===== src/logic/cses_pkg.sv =====
// package for the subchannel error and status unit
// assumes one synchronous clock domain; no imports anywhere
//
// Summary of operation
// - software errors set program check bit 42
// - subchannel status at bits 40-47, bits combine
// - address exception on data word: program check
// - invalid command code raises program check
// - zero byte count raises program check
// - jump to jump, or bad first descriptor
// - reserved descriptor bits or bad instruction
// - key violation sets protection check bit 43
// - storage flags key violation on mismatch rules
// - input or data-word storage parity sets bit 44
// - bad-parity output byte driven with even parity
// - data check stops chaining, not the transfer
// - bad address/status parity sets bit 45; unit-initiated address outside selector mode: reset only
// - returned address mismatch: interface control check
// - chained selection not operational or busy: check
// - mistimed or overlong device signal: check
// - interface check resets device, reports or pends
// - control check code in bits 46-47
// - control check sources, output only when sent
// - keep first control check code only
// - remaining byte count into bits 48-63
// - transfer errors answer service with terminate
// - first selection errors: reset, initiation status
// - chained selection errors: reset/pend or pseudo test
package cses_pkg;

    // status word bit positions (bit 0 is the msb of 64)
    localparam int SB_PCI = 40;
    localparam int SB_LEN = 41;
    localparam int SB_PROG = 42;
    localparam int SB_PROT = 43;
    localparam int SB_DATA = 44;
    localparam int SB_IFC = 45;
    localparam int SB_CC0 = 46;
    localparam int SB_CC1 = 47;
    localparam int DESC_RSV_LO = 37;
    localparam int DESC_RSV_HI = 39;
    localparam int DESC_CMD_LO = 4;
    localparam int DESC_CMD_HI = 7;

    localparam logic [1:0] CC_NONE = 2'h0;
    localparam logic [1:0] CC_DATA = 2'h1;
    localparam logic [1:0] CC_PTR = 2'h2;
    localparam logic [1:0] CC_DESC = 2'h3;

    localparam logic [3:0] CMD_JUMP = 4'h8;
    localparam logic [3:0] CMD_NONE = 4'h0;

    // longest a device tag may stay up before it counts as stuck
    localparam int TAG_LIMIT_NS = 2000;
    localparam int CLK_NS = 10;
    localparam int TAG_LIMIT_CYC = TAG_LIMIT_NS / CLK_NS;
    localparam logic [15:0] TAG_LIMIT = 16'(TAG_LIMIT_CYC);

    // register map on the plain port
    localparam logic [3:0] REG_STATUS = 4'h0;
    localparam logic [3:0] REG_COUNT = 4'h1;
    localparam logic [3:0] REG_CTRL = 4'h2;
    localparam logic [3:0] REG_FLAGS = 4'h3;
    localparam logic [15:0] CTRL_RESET = 16'h0000;

    typedef enum logic [1:0] {
        PH_IDLE = 2'b00,
        PH_FIRST_SEL = 2'b01,
        PH_CHAIN_SEL = 2'b10,
        PH_XFER = 2'b11
    } cses_phase_type;

    typedef enum logic [1:0] {
        ACC_DATA = 2'b00,
        ACC_DESC = 2'b01,
        ACC_PTR = 2'b10,
        ACC_RELOC = 2'b11
    } cses_acc_type;

    // one storage access result
    typedef struct packed {
        logic valid;
        cses_acc_type kind;
        logic write;
        logic addr_exc;
        logic prot_exc;
        logic parity;
        logic addr_check;
        logic byte_sent;
    } cses_storage_type;

    // fetched descriptor summary
    typedef struct packed {
        logic valid;
        logic [3:0] cmd;
        logic [2:0] rsv;
        logic [15:0] count;
        logic pci;
        logic first;
    } cses_desc_type;

    // interface events from the device side
    typedef struct packed {
        logic addr_valid;
        logic [7:0] addr;
        logic addr_par;
        logic status_valid;
        logic [7:0] status;
        logic status_par;
        logic not_oper;
        logic unit_init;
        logic tag_active;
        logic tag_wrong;
        logic service_in;
        logic in_par_bad;
    } cses_link_type;

    typedef struct packed {
        cses_phase_type phase;
        logic selector;
        logic [7:0] sent_addr;
        logic prev_jump;
        logic [7:0] sc_bits;
        logic [1:0] cc_code;
        logic [15:0] count;
        logic chain_ok;
        logic terminate;
        logic disc_reset;
        logic pseudo_test;
        logic int_pend;
        logic isw_sel;
        logic even_par;
        logic [15:0] tag_timer;
        logic [15:0] ctrl;
        logic [31:0] rdata;
        logic [15:0] flags_seen;
    } cses_state_type;

endpackage : cses_pkg


===== src/logic/cses_unit.sv =====
// error detection and subchannel status assembly for one channel
// assumes synchronous inputs on sys_clk; storage reports its own
// exceptions, the sequencer supplies phase and access results
//
// Decided for this implementation: the address map and the address-and-strobe port.
`timescale 1ns/1ns
module cses_unit (
    input wire logic sys_clk,
    input wire logic reset,
    input wire cses_pkg::cses_phase_type phase,
    input wire logic selector_mode,
    input wire logic [7:0] sent_addr,
    input wire logic bad_instr,
    input wire logic [3:0] chan_key,
    input wire logic [3:0] loc_key,
    input wire logic loc_read_prot,
    input wire logic stor_req,
    input wire logic stor_write,
    input wire cses_pkg::cses_storage_type stor,
    input wire cses_pkg::cses_desc_type desc,
    input wire logic [15:0] hard_count,
    input wire logic byte_dec,
    input wire cses_pkg::cses_link_type link,
    input wire logic status_write,
    input wire logic [3:0] reg_addr,
    input wire logic [31:0] reg_wdata,
    input wire logic reg_write,
    input wire logic reg_read,
    output logic key_violation,
    output logic [7:0] subchannel_status,
    output logic [15:0] remaining_count,
    output logic chain_allowed,
    output logic terminate_tag,
    output logic disconnect_reset,
    output logic pseudo_test,
    output logic interrupt_pending,
    output logic report_in_isw,
    output logic force_even_parity,
    output logic [31:0] reg_rdata
);

    cses_pkg::cses_state_type state_reg;
    cses_pkg::cses_state_type state_next;

    // ------------------------------------------------------------
    // helpers
    // ------------------------------------------------------------
    // status bit n (40..47) sits at vector index 47-n
    function automatic logic [2:0] sc_idx(input int n);
        sc_idx = 3'(47 - n);
    endfunction : sc_idx

    function automatic logic [1:0] cc_of(input cses_pkg::cses_acc_type k);
        case (k)
            cses_pkg::ACC_DATA: cc_of = cses_pkg::CC_DATA;
            cses_pkg::ACC_PTR: cc_of = cses_pkg::CC_PTR;
            default: cc_of = cses_pkg::CC_DESC;
        endcase
    endfunction : cc_of

    // ------------------------------------------------------------
    // error detection
    // ------------------------------------------------------------
    logic kv;
    logic out_ok;
    logic prog_err;
    logic prot_err;
    logic data_err;
    logic ifc_err;
    logic cc_err;
    logic silent_reset;
    logic busy_cu;
    logic tag_long;
    logic grave;

    always_comb
    begin
        // write-only protection never faults a read
        kv = stor_req && (chan_key != loc_key)
            && (stor_write || loc_read_prot);
        // output reads only count when a byte of the word goes out
        out_ok = stor.write || stor.byte_sent || (stor.kind != cses_pkg::ACC_DATA);
        prog_err = (stor.valid && out_ok && stor.addr_exc
            && stor.kind inside {cses_pkg::ACC_DATA, cses_pkg::ACC_DESC})
            || (desc.valid && desc.cmd == cses_pkg::CMD_NONE)
            || (desc.valid && desc.count == 16'h0000)
            || (desc.valid && desc.cmd == cses_pkg::CMD_JUMP
                && state_reg.prev_jump)
            || (desc.valid && desc.first
                && (desc.cmd == cses_pkg::CMD_JUMP || desc.pci))
            || (desc.valid && desc.rsv != 3'h0)
            || bad_instr;
        prot_err = stor.valid && out_ok && stor.prot_exc
            && stor.kind inside {cses_pkg::ACC_DATA, cses_pkg::ACC_DESC};
        data_err = (link.service_in && link.in_par_bad)
            || (stor.valid && stor.kind == cses_pkg::ACC_DATA
                && stor.parity && out_ok);
        cc_err = stor.valid && out_ok && (
            (stor.kind == cses_pkg::ACC_DATA && stor.addr_check)
            || (stor.kind == cses_pkg::ACC_DESC && (stor.addr_check || stor.parity))
            || (stor.kind inside {cses_pkg::ACC_PTR, cses_pkg::ACC_RELOC}
                && (stor.addr_exc || stor.prot_exc || stor.parity
                    || stor.addr_check)));
        // even parity on a unit-initiated address outside selector mode has no owner
        silent_reset = link.addr_valid && !(^{link.addr, link.addr_par}) && link.unit_init
            && !selector_mode;
        busy_cu = link.status_valid && link.status[7 - 3] && link.status[7 - 1];
        tag_long = link.tag_active && state_reg.tag_timer >= cses_pkg::TAG_LIMIT;
        // a byte whose overall parity is even is bad
        ifc_err = (link.addr_valid && !(^{link.addr, link.addr_par}) && !silent_reset)
            || (link.status_valid && !(^{link.status, link.status_par}))
            || (phase != cses_pkg::PH_IDLE && link.addr_valid
                && link.addr != sent_addr)
            || (phase == cses_pkg::PH_CHAIN_SEL
                && (link.not_oper || busy_cu))
            || link.tag_wrong || tag_long;
        grave = prog_err || prot_err || cc_err;
    end

    // ------------------------------------------------------------
    // next state
    // ------------------------------------------------------------
    always_comb
    begin
        state_next = state_reg;
        state_next.phase = phase;
        state_next.selector = selector_mode;
        state_next.sent_addr = sent_addr;
        state_next.terminate = 1'b0;
        state_next.disc_reset = 1'b0;
        state_next.pseudo_test = 1'b0;
        state_next.even_par = 1'b0;
        if (desc.valid)
        begin
            state_next.prev_jump = (desc.cmd == cses_pkg::CMD_JUMP);
        end
        state_next.tag_timer = link.tag_active
            ? (state_reg.tag_timer == 16'hffff ? state_reg.tag_timer
               : 16'(state_reg.tag_timer + 16'h0001))
            : 16'h0000;
        if (byte_dec && state_reg.count != 16'h0000)
        begin
            state_next.count = 16'(state_reg.count - 16'h0001);
        end
        if (desc.valid)
        begin
            state_next.count = desc.count;
        end
        // a written word clears the bits; new errors this cycle survive
        if (status_write)
        begin
            state_next.sc_bits = 8'h00;
            state_next.cc_code = cses_pkg::CC_NONE;
            state_next.chain_ok = 1'b1;
            state_next.isw_sel = 1'b0;
            if (state_reg.ctrl[0])
            begin
                state_next.int_pend = 1'b0;
            end
        end
        // software clears come before the sets so a new event wins
        if (reg_write && reg_addr == cses_pkg::REG_FLAGS)
        begin
            state_next.flags_seen = 16'h0000;
            if (reg_wdata[0])
            begin
                state_next.int_pend = 1'b0;
            end
        end
        if (desc.valid && desc.pci)
        begin
            state_next.sc_bits[sc_idx(cses_pkg::SB_PCI)] = 1'b1;
        end
        // bits accumulate independently, several may be set together
        if (prog_err)
        begin
            state_next.sc_bits[sc_idx(cses_pkg::SB_PROG)] = 1'b1;
        end
        if (prot_err)
        begin
            state_next.sc_bits[sc_idx(cses_pkg::SB_PROT)] = 1'b1;
        end
        if (data_err)
        begin
            state_next.sc_bits[sc_idx(cses_pkg::SB_DATA)] = 1'b1;
            state_next.chain_ok = 1'b0;
        end
        if (stor.valid && stor.kind == cses_pkg::ACC_DATA && stor.parity
            && !stor.write && stor.byte_sent)
        begin
            state_next.even_par = 1'b1;
        end
        if (ifc_err)
        begin
            state_next.sc_bits[sc_idx(cses_pkg::SB_IFC)] = 1'b1;
            state_next.disc_reset = 1'b1;
            if (phase == cses_pkg::PH_FIRST_SEL)
            begin
                state_next.isw_sel = 1'b1;
            end
            else
            begin
                state_next.int_pend = 1'b1;
            end
        end
        if (silent_reset)
        begin
            state_next.disc_reset = 1'b1;
        end
        if (cc_err && state_next.cc_code == cses_pkg::CC_NONE)
        begin
            state_next.cc_code = cc_of(stor.kind);
        end
        if (grave)
        begin
            case (phase)
                cses_pkg::PH_XFER:
                begin
                    state_next.terminate = link.service_in;
                end
                cses_pkg::PH_FIRST_SEL:
                begin
                    state_next.disc_reset = 1'b1;
                    state_next.isw_sel = 1'b1;
                end
                cses_pkg::PH_CHAIN_SEL:
                begin
                    if (selector_mode)
                    begin
                        state_next.disc_reset = 1'b1;
                        state_next.int_pend = 1'b1;
                    end
                    else
                    begin
                        state_next.pseudo_test = 1'b1;
                    end
                end
                default:
                begin
                    state_next.terminate = 1'b0;
                end
            endcase
        end
        if (grave || ifc_err)
        begin
            state_next.flags_seen = 16'(state_next.flags_seen + 16'h0001);
        end
        if (reg_write && reg_addr == cses_pkg::REG_CTRL)
        begin
            state_next.ctrl = reg_wdata[15:0];
        end
        state_next.rdata = 32'h0000_0000;
        if (reg_read)
        begin
            case (reg_addr)
                cses_pkg::REG_STATUS:
                    state_next.rdata = {16'h0000, state_reg.sc_bits[7:2],
                        state_reg.cc_code, 8'h00};
                cses_pkg::REG_COUNT:
                    state_next.rdata = {16'h0000, state_reg.count};
                cses_pkg::REG_CTRL:
                    state_next.rdata = {16'h0000, state_reg.ctrl};
                cses_pkg::REG_FLAGS:
                    state_next.rdata = {state_reg.flags_seen, 12'h000,
                        state_reg.int_pend, state_reg.isw_sel,
                        state_reg.chain_ok, state_reg.selector};
                default:
                    state_next.rdata = 32'h0000_0000;
            endcase
        end
    end

    always_ff @(posedge sys_clk)
    begin
        if (reset)
        begin
            state_reg <= '0;
            state_reg.chain_ok <= 1'b1;
            state_reg.ctrl <= cses_pkg::CTRL_RESET;
        end
        else
        begin
            state_reg <= state_next;
        end
    end

    // ------------------------------------------------------------
    // outputs
    // ------------------------------------------------------------
    assign key_violation = kv;
    assign subchannel_status = {state_reg.sc_bits[7:2], state_reg.cc_code};
    assign remaining_count = hard_count;
    assign chain_allowed = state_reg.chain_ok;
    assign terminate_tag = state_reg.terminate;
    assign disconnect_reset = state_reg.disc_reset;
    assign pseudo_test = state_reg.pseudo_test;
    assign interrupt_pending = state_reg.int_pend;
    assign report_in_isw = state_reg.isw_sel;
    assign force_even_parity = state_reg.even_par;
    assign reg_rdata = state_reg.rdata;

endmodule : cses_unit


===== config.mk =====
export PLATFORM = sky130hd
export DESIGN_NAME = cses_unit
export DESIGN_NICKNAME = d
export VERILOG_FILES = /design/src/logic/cses_pkg.sv /design/src/logic/cses_unit.sv
export SDC_FILE = /design/constraint.sdc
export NUM_CORES = 1
export LEC_CHECK = 0
export ABC_AREA = 1
export BUFFER_PORTS_ARGS = -buffer_cell sky130_fd_sc_hd__buf_4
export CAP_MARGIN = 20
export CORE_MARGIN = 2
export CORE_UTILIZATION = 36
export CTS_BUF_LIST = sky130_fd_sc_hd__clkbuf_16
export CTS_CLUSTER_DIAMETER = 120
export CTS_CLUSTER_SIZE = 14
export DETAILED_ROUTE_END_ITERATION = 16
export GPL_TIMING_DRIVEN = 1
export SLEW_MARGIN = 0
export SYNTH_ARGS = -nofsm -noshare
export SYNTH_HDL_FRONTEND = slang
export SYNTH_SLANG_ARGS = --single-unit

===== constraint.sdc =====
create_clock -name sys_clk -period 2.05 [get_ports sys_clk]
set_input_delay 0.3075 -clock sys_clk [delete_from_list [all_inputs] [get_ports sys_clk]]
set_output_delay 0.3075 -clock sys_clk [all_outputs]
set_load 0.05 [all_outputs]

After elaboration in Yosys (flattened, before gate mapping). Cells that the tools add are included.

Word-level logic and storage cells: 168. Output and inout bits: 64. Flip-flop bits (word level): 112. Input port bits: 142.

Multiplexer cells: 32. Bitwise gates (word level): 5. Add/subtract/negate cells: 3. Equality and inequality tests: 13. Order comparisons: 1. Reduce and logical (&&, ||, !) cells: 94.

Operator list (number): $pmux W32 S4 (1); $mux W16 (4); $logic_and A1 B1 Y1 (40); $add A16 B1 Y16 const B (2); $logic_or A1 B1 Y1 (26); $reduce_bool A2 Y1 (10); $mux W1 (19); $reduce_xor A9 Y1 (2); $eq A16 B16 Y1 const B (1); $ge A16 B8 Y1 const B (1); $logic_not A16 Y1 (1); $reduce_bool A16 Y1 (1); $sub A16 B1 Y16 const B (1); $mux W10 (1); $eq A2 B2 Y1 const B (4); $eq A4 B2 Y1 const B (2); $logic_not A4 Y1 (2); $mux W2 (4); $ne A8 B8 Y1 (1); $reduce_or A3 Y1 (2); $logic_not A1 Y1 (5); $not A1 Y1 (5); $eq A2 B1 Y1 const B (2); $eq A4 B1 Y1 const B (1); other kinds (8) (10).

Depth between registers and ports, before layout.
Depth after elaboration: 17. Depth in mapped cells: 15. Gate-level depth less buffers: 15.

Least setup slack after synthesis. OpenSTA, ideal clock, no wires.

Path kind: input to register. Start: input reg_addr[3]. End: register state_reg[10] (netlist name). Setup slack: 0.224 ns. Buffers on the path: 1. Required time: 1.918 ns. Cell stages on the path: 14. Library setup time: 0.132 ns. Arrival time: 1.693 ns. Path through: nor2_2 nand4_2 buf_2 nand2_1 inv_1 ha_1 nand3_1 inv_1 nand2_1 nor2_1 nand2_1 nand2_1 nand2_1 a21oi_1.

Longest elaborated chain between the ends: 5.

Ends and longest elaborated chain: start, declared (RTL line cses_unit.sv:25) `input wire logic [3:0] reg_addr,`; $eq A4 B2 Y1 * (RTL line cses_unit.sv:162) `if (reg_write && reg_addr == cses_pkg::REG_FLAGS)`; $logic_and A1 B1 Y1 * (RTL line cses_unit.sv:162); $mux W16 * (RTL line cses_unit.sv:162); $add A16 B1 Y16 (RTL line cses_unit.sv:246) `state_next.flags_seen = 16'(state_next.flags_seen + 16'h0001);`; $mux W16 * (RTL line cses_unit.sv:244) `if (grave || ifc_err)`; end signal, assigned (RTL line cses_unit.sv:283) `state_reg <= state_next;`; end, declared (RTL line cses_unit.sv:42) `cses_pkg::cses_state_type state_reg;`.

Mark *: on every way between the ends. The rest lies on a longest branch, timed or not. A chain may end at the register's enable or synchronous reset.

Final worst setup path.
Start: register state_reg[87] (netlist name). End: register state_reg[102] (netlist name).

Longest elaborated chain between the ends: 3. Elaborated cells between the ends (all ways): 6. Classes of those cells: 1 x add/sub; 2 x mux; 3 x reduce/logical.

Ends and longest elaborated chain: $sub A16 B1 Y16 / $reduce_bool A16 Y1 (equally long branches) (RTL line cses_unit.sv:143, cses_unit.sv:141); $mux W16 / $logic_and A1 B1 Y1 (equally long branches) (RTL line cses_unit.sv:141) `if (byte_dec && state_reg.count != 16'h0000)`; $mux W16 / $reduce_bool A2 Y1 (equally long branches).

Parallel ways exist; a longest one is shown, timed or not. The select of a mux whose other input is x is not followed.

==> results_dict.tcl <==
set metrics [dict create \
    status "finished clean" \
    setup_viol 0 \
    layout.nets 1206 \
    ys_types 45 \
    min_path_type "in2reg" \
    portBuffers 156 \
    syn_nets 1099 \
    hold_viol 0 \
    drive_gt1_frac 0.213 \
    post-dp-hpwl_um 13100 \
    synth_fa_ha_area_frac 0.0155 \
    htreeDepth 3 \
    largest_register_ffs 66 \
    arrival_ns 2.14 \
    synth_top_cell_area_share 0.347 \
    crit_type "reg2reg" \
    whs_path_depth 2 \
    place.gp.congestion 0.847 \
    cp.required_ns 2.33 \
    rsz0062_at_grt "false" \
    grtUsageTotal 0.183 \
    max-vdd-ir-drop_mv 0.578 \
    ys.flop_type "dfxtp_1" \
    layout_commonest_cell "nand2_1" \
    clock_skew_ns 0.0138 \
    cts_root_buf "clkbuf_16" \
    reg2reg_slack_ns 0.19 \
    avgSynthCellArea_um2 6.80 \
    ys_top_cells_by_area "dfxtp_1, nand2_1, inv_1, buf_4, a21oi_1" \
    synth_top_family_by_area "simple AND/OR/NAND/NOR gates" \
    synth_cells 949 \
    post-route-util 0.449 \
    row_count 48 \
    synth-simple-area-share 0.318 \
    antenna_found_initial 0 \
    finalCritPeriodShare 0.905 \
    max_slew_margin 0.666 \
    reg2regPathDepth 10 \
    yosysWarnings 0 \
    tightest_slew_ns 0.496 \
    worstPathMaxFanout 11 \
    cts_setup_buffers 0 \
    vias_per_cell 4.75 \
    power.density_mw_per_mm2 642 \
    drc 0 \
    dr_wl_met3_um 1200 \
    die_x_um 138 \
    ios 206 \
    muxShareOfSynthArea 0 \
    die_h_um 138 \
    antennaDiodeCount 0 \
    clkSlewWorstSetupHoldPaths_ns 0.09 \
    timing.fmax_mhz 539 \
    grt_pass1_wl_um 27400 \
    ys_ff_latch 112 \
    synth_edf_count 0 \
    cts_resized 0 \
    floorplan.initialDensity 0.371 \
    wl_per_cell_um 13.3 \
    tns_ns 0 \
    syn2layout_area_growth_pct 21.3 \
    syn_area_mm2 0.00646 \
    synth_compound_area_frac 0.115 \
    fin_crit_ns 1.86 \
    numCtsBuffers 9 \
    vias 6108 \
    cts_buffer_depth 2 \
    n_fill_cell 1868 \
    drv_slew 0 \
    cp-end-kind "flop" \
    core_mm2 0.0174 \
    cts_tree "yes" \
    drtPass1Iterations 4 \
    synthArstFlopShare 0 \
    grt_pass1_vias 5633 \
    insertion_delay_ns 0.37 \
    dr.first_iter.drc_count 284 \
    gr-total-overflow 0 \
    wl_um 17100 \
    grt_max_degree 42 \
    die_area_mm2 0.0190 \
    seq_area_frac_synth 0.347 \
    synth-xor-area-share 0.0448 \
    synth_area_leader_cell "dfxtp_1" \
    final_antenna_net_count 0 \
    hold_buffers 0 \
    wl_met1_um 7890 \
    p_leak_nw 3.69 \
    wl_met2_um 7690 \
    cts_sinks 112 \
    highest_layer "met4" \
    crit_path_start_kind "flop" \
    layout_common_cells "nand2_1, buf_4, inv_1, dfxtp_1, nor2_1" \
    max_cap_violations 0 \
]
==> worst max-delay path, cell delays in order, from the launching register on <==
cell and delay [ns]:
dfxtp_1 0.33, inv_1 0.15, ha_1 0.26, nand2_2 0.13, nor3_4 0.16, nand2_2 0.09, nand2_4 0.17, nand2_4 0.12
o21ai_1 0.15, inv_1 0.05, a21oi_1 0.15
==> area by class of cell <==
| type | instances | area [um^2] | area share |
|---|---|---|---|
| repair buffers | 175 | 1310 | 0.168 |
| clock inverters | 7 | 87.6 | 0.0112 |
| well taps | 225 | 282 | 0.0360 |
| inverters | 129 | 484 | 0.0619 |
| multi-input cells | 629 | 3190 | 0.408 |
| clock buffers | 9 | 225 | 0.0288 |
| flip-flops and latches | 112 | 2240 | 0.286 |
==> path summary, 6_finish.rpt <==
path,from,to
setup / recovery,state_reg[87],state_reg[102]
hold / removal,stor[5],force_even_parity
setup reg to reg,state_reg[87],state_reg[102]
hold reg to reg,state_reg[12],reg_rdata[28]
==> kinds of logic after synthesis <==
group                      count (synthesis)
AOI/OAI and AO/OA                        129
xor gates and xnor gates                  33
adders and majority gates                  8
buffers and inverters                    209
DFF                                      112
other                                      1
and+or+nand+nor                          457
==> metal layers <==
metal | vias to the layer above | GRT usage
met4 | 0 | 0.0476
met3 | 21 | 0.0482
li1 | 3184 | -
met1 | 2741 | 0.239
met5 | - | 0
met2 | 162 | 0.301
==> where the power goes <==
group          internal [W]  switching, W  total (W)
logic              0.000356      0.000515   0.000871
clock network      0.000978      0.000886    0.00186
registers           0.00223     0.0000573    0.00229
total               0.00357       0.00146    0.00503
==> cells in the mapped netlist (all sizes together), types with 3 or more instances <==
cell type / number
nand2: 259
inv: 128
dfxtp: 112
nor2: 91
buf: 67
a21oi: 64
nand3: 56
o21ai: 31
nand4: 29
xor2: 19
nor3: 16
xnor2: 14
clkbuf: 13
o211ai: 11
ha: 8
o221ai: 7
a31oi: 6
a211oi: 4
or2: 3
==> through the flow <==
step           power, W  instances  hold WS (ns)  instance area, um^2  setup WS [ns]
5_1_grt         0.00529       1286         0.101                 7830        0.00296
6_report        0.00503       1286         0.113                 7830          0.194
2_1_floorplan   0.00295        949         0.384                 6460          0.224
3_3_place_gp    0.00320       1269         0.429                 7510          0.173
3_5_place_dp    0.00321       1269         0.436                 7510          0.149
4_1_cts         0.00507       1285        0.0981                 7820          0.182
No activity file was read; power rests on OpenSTA's default activity.
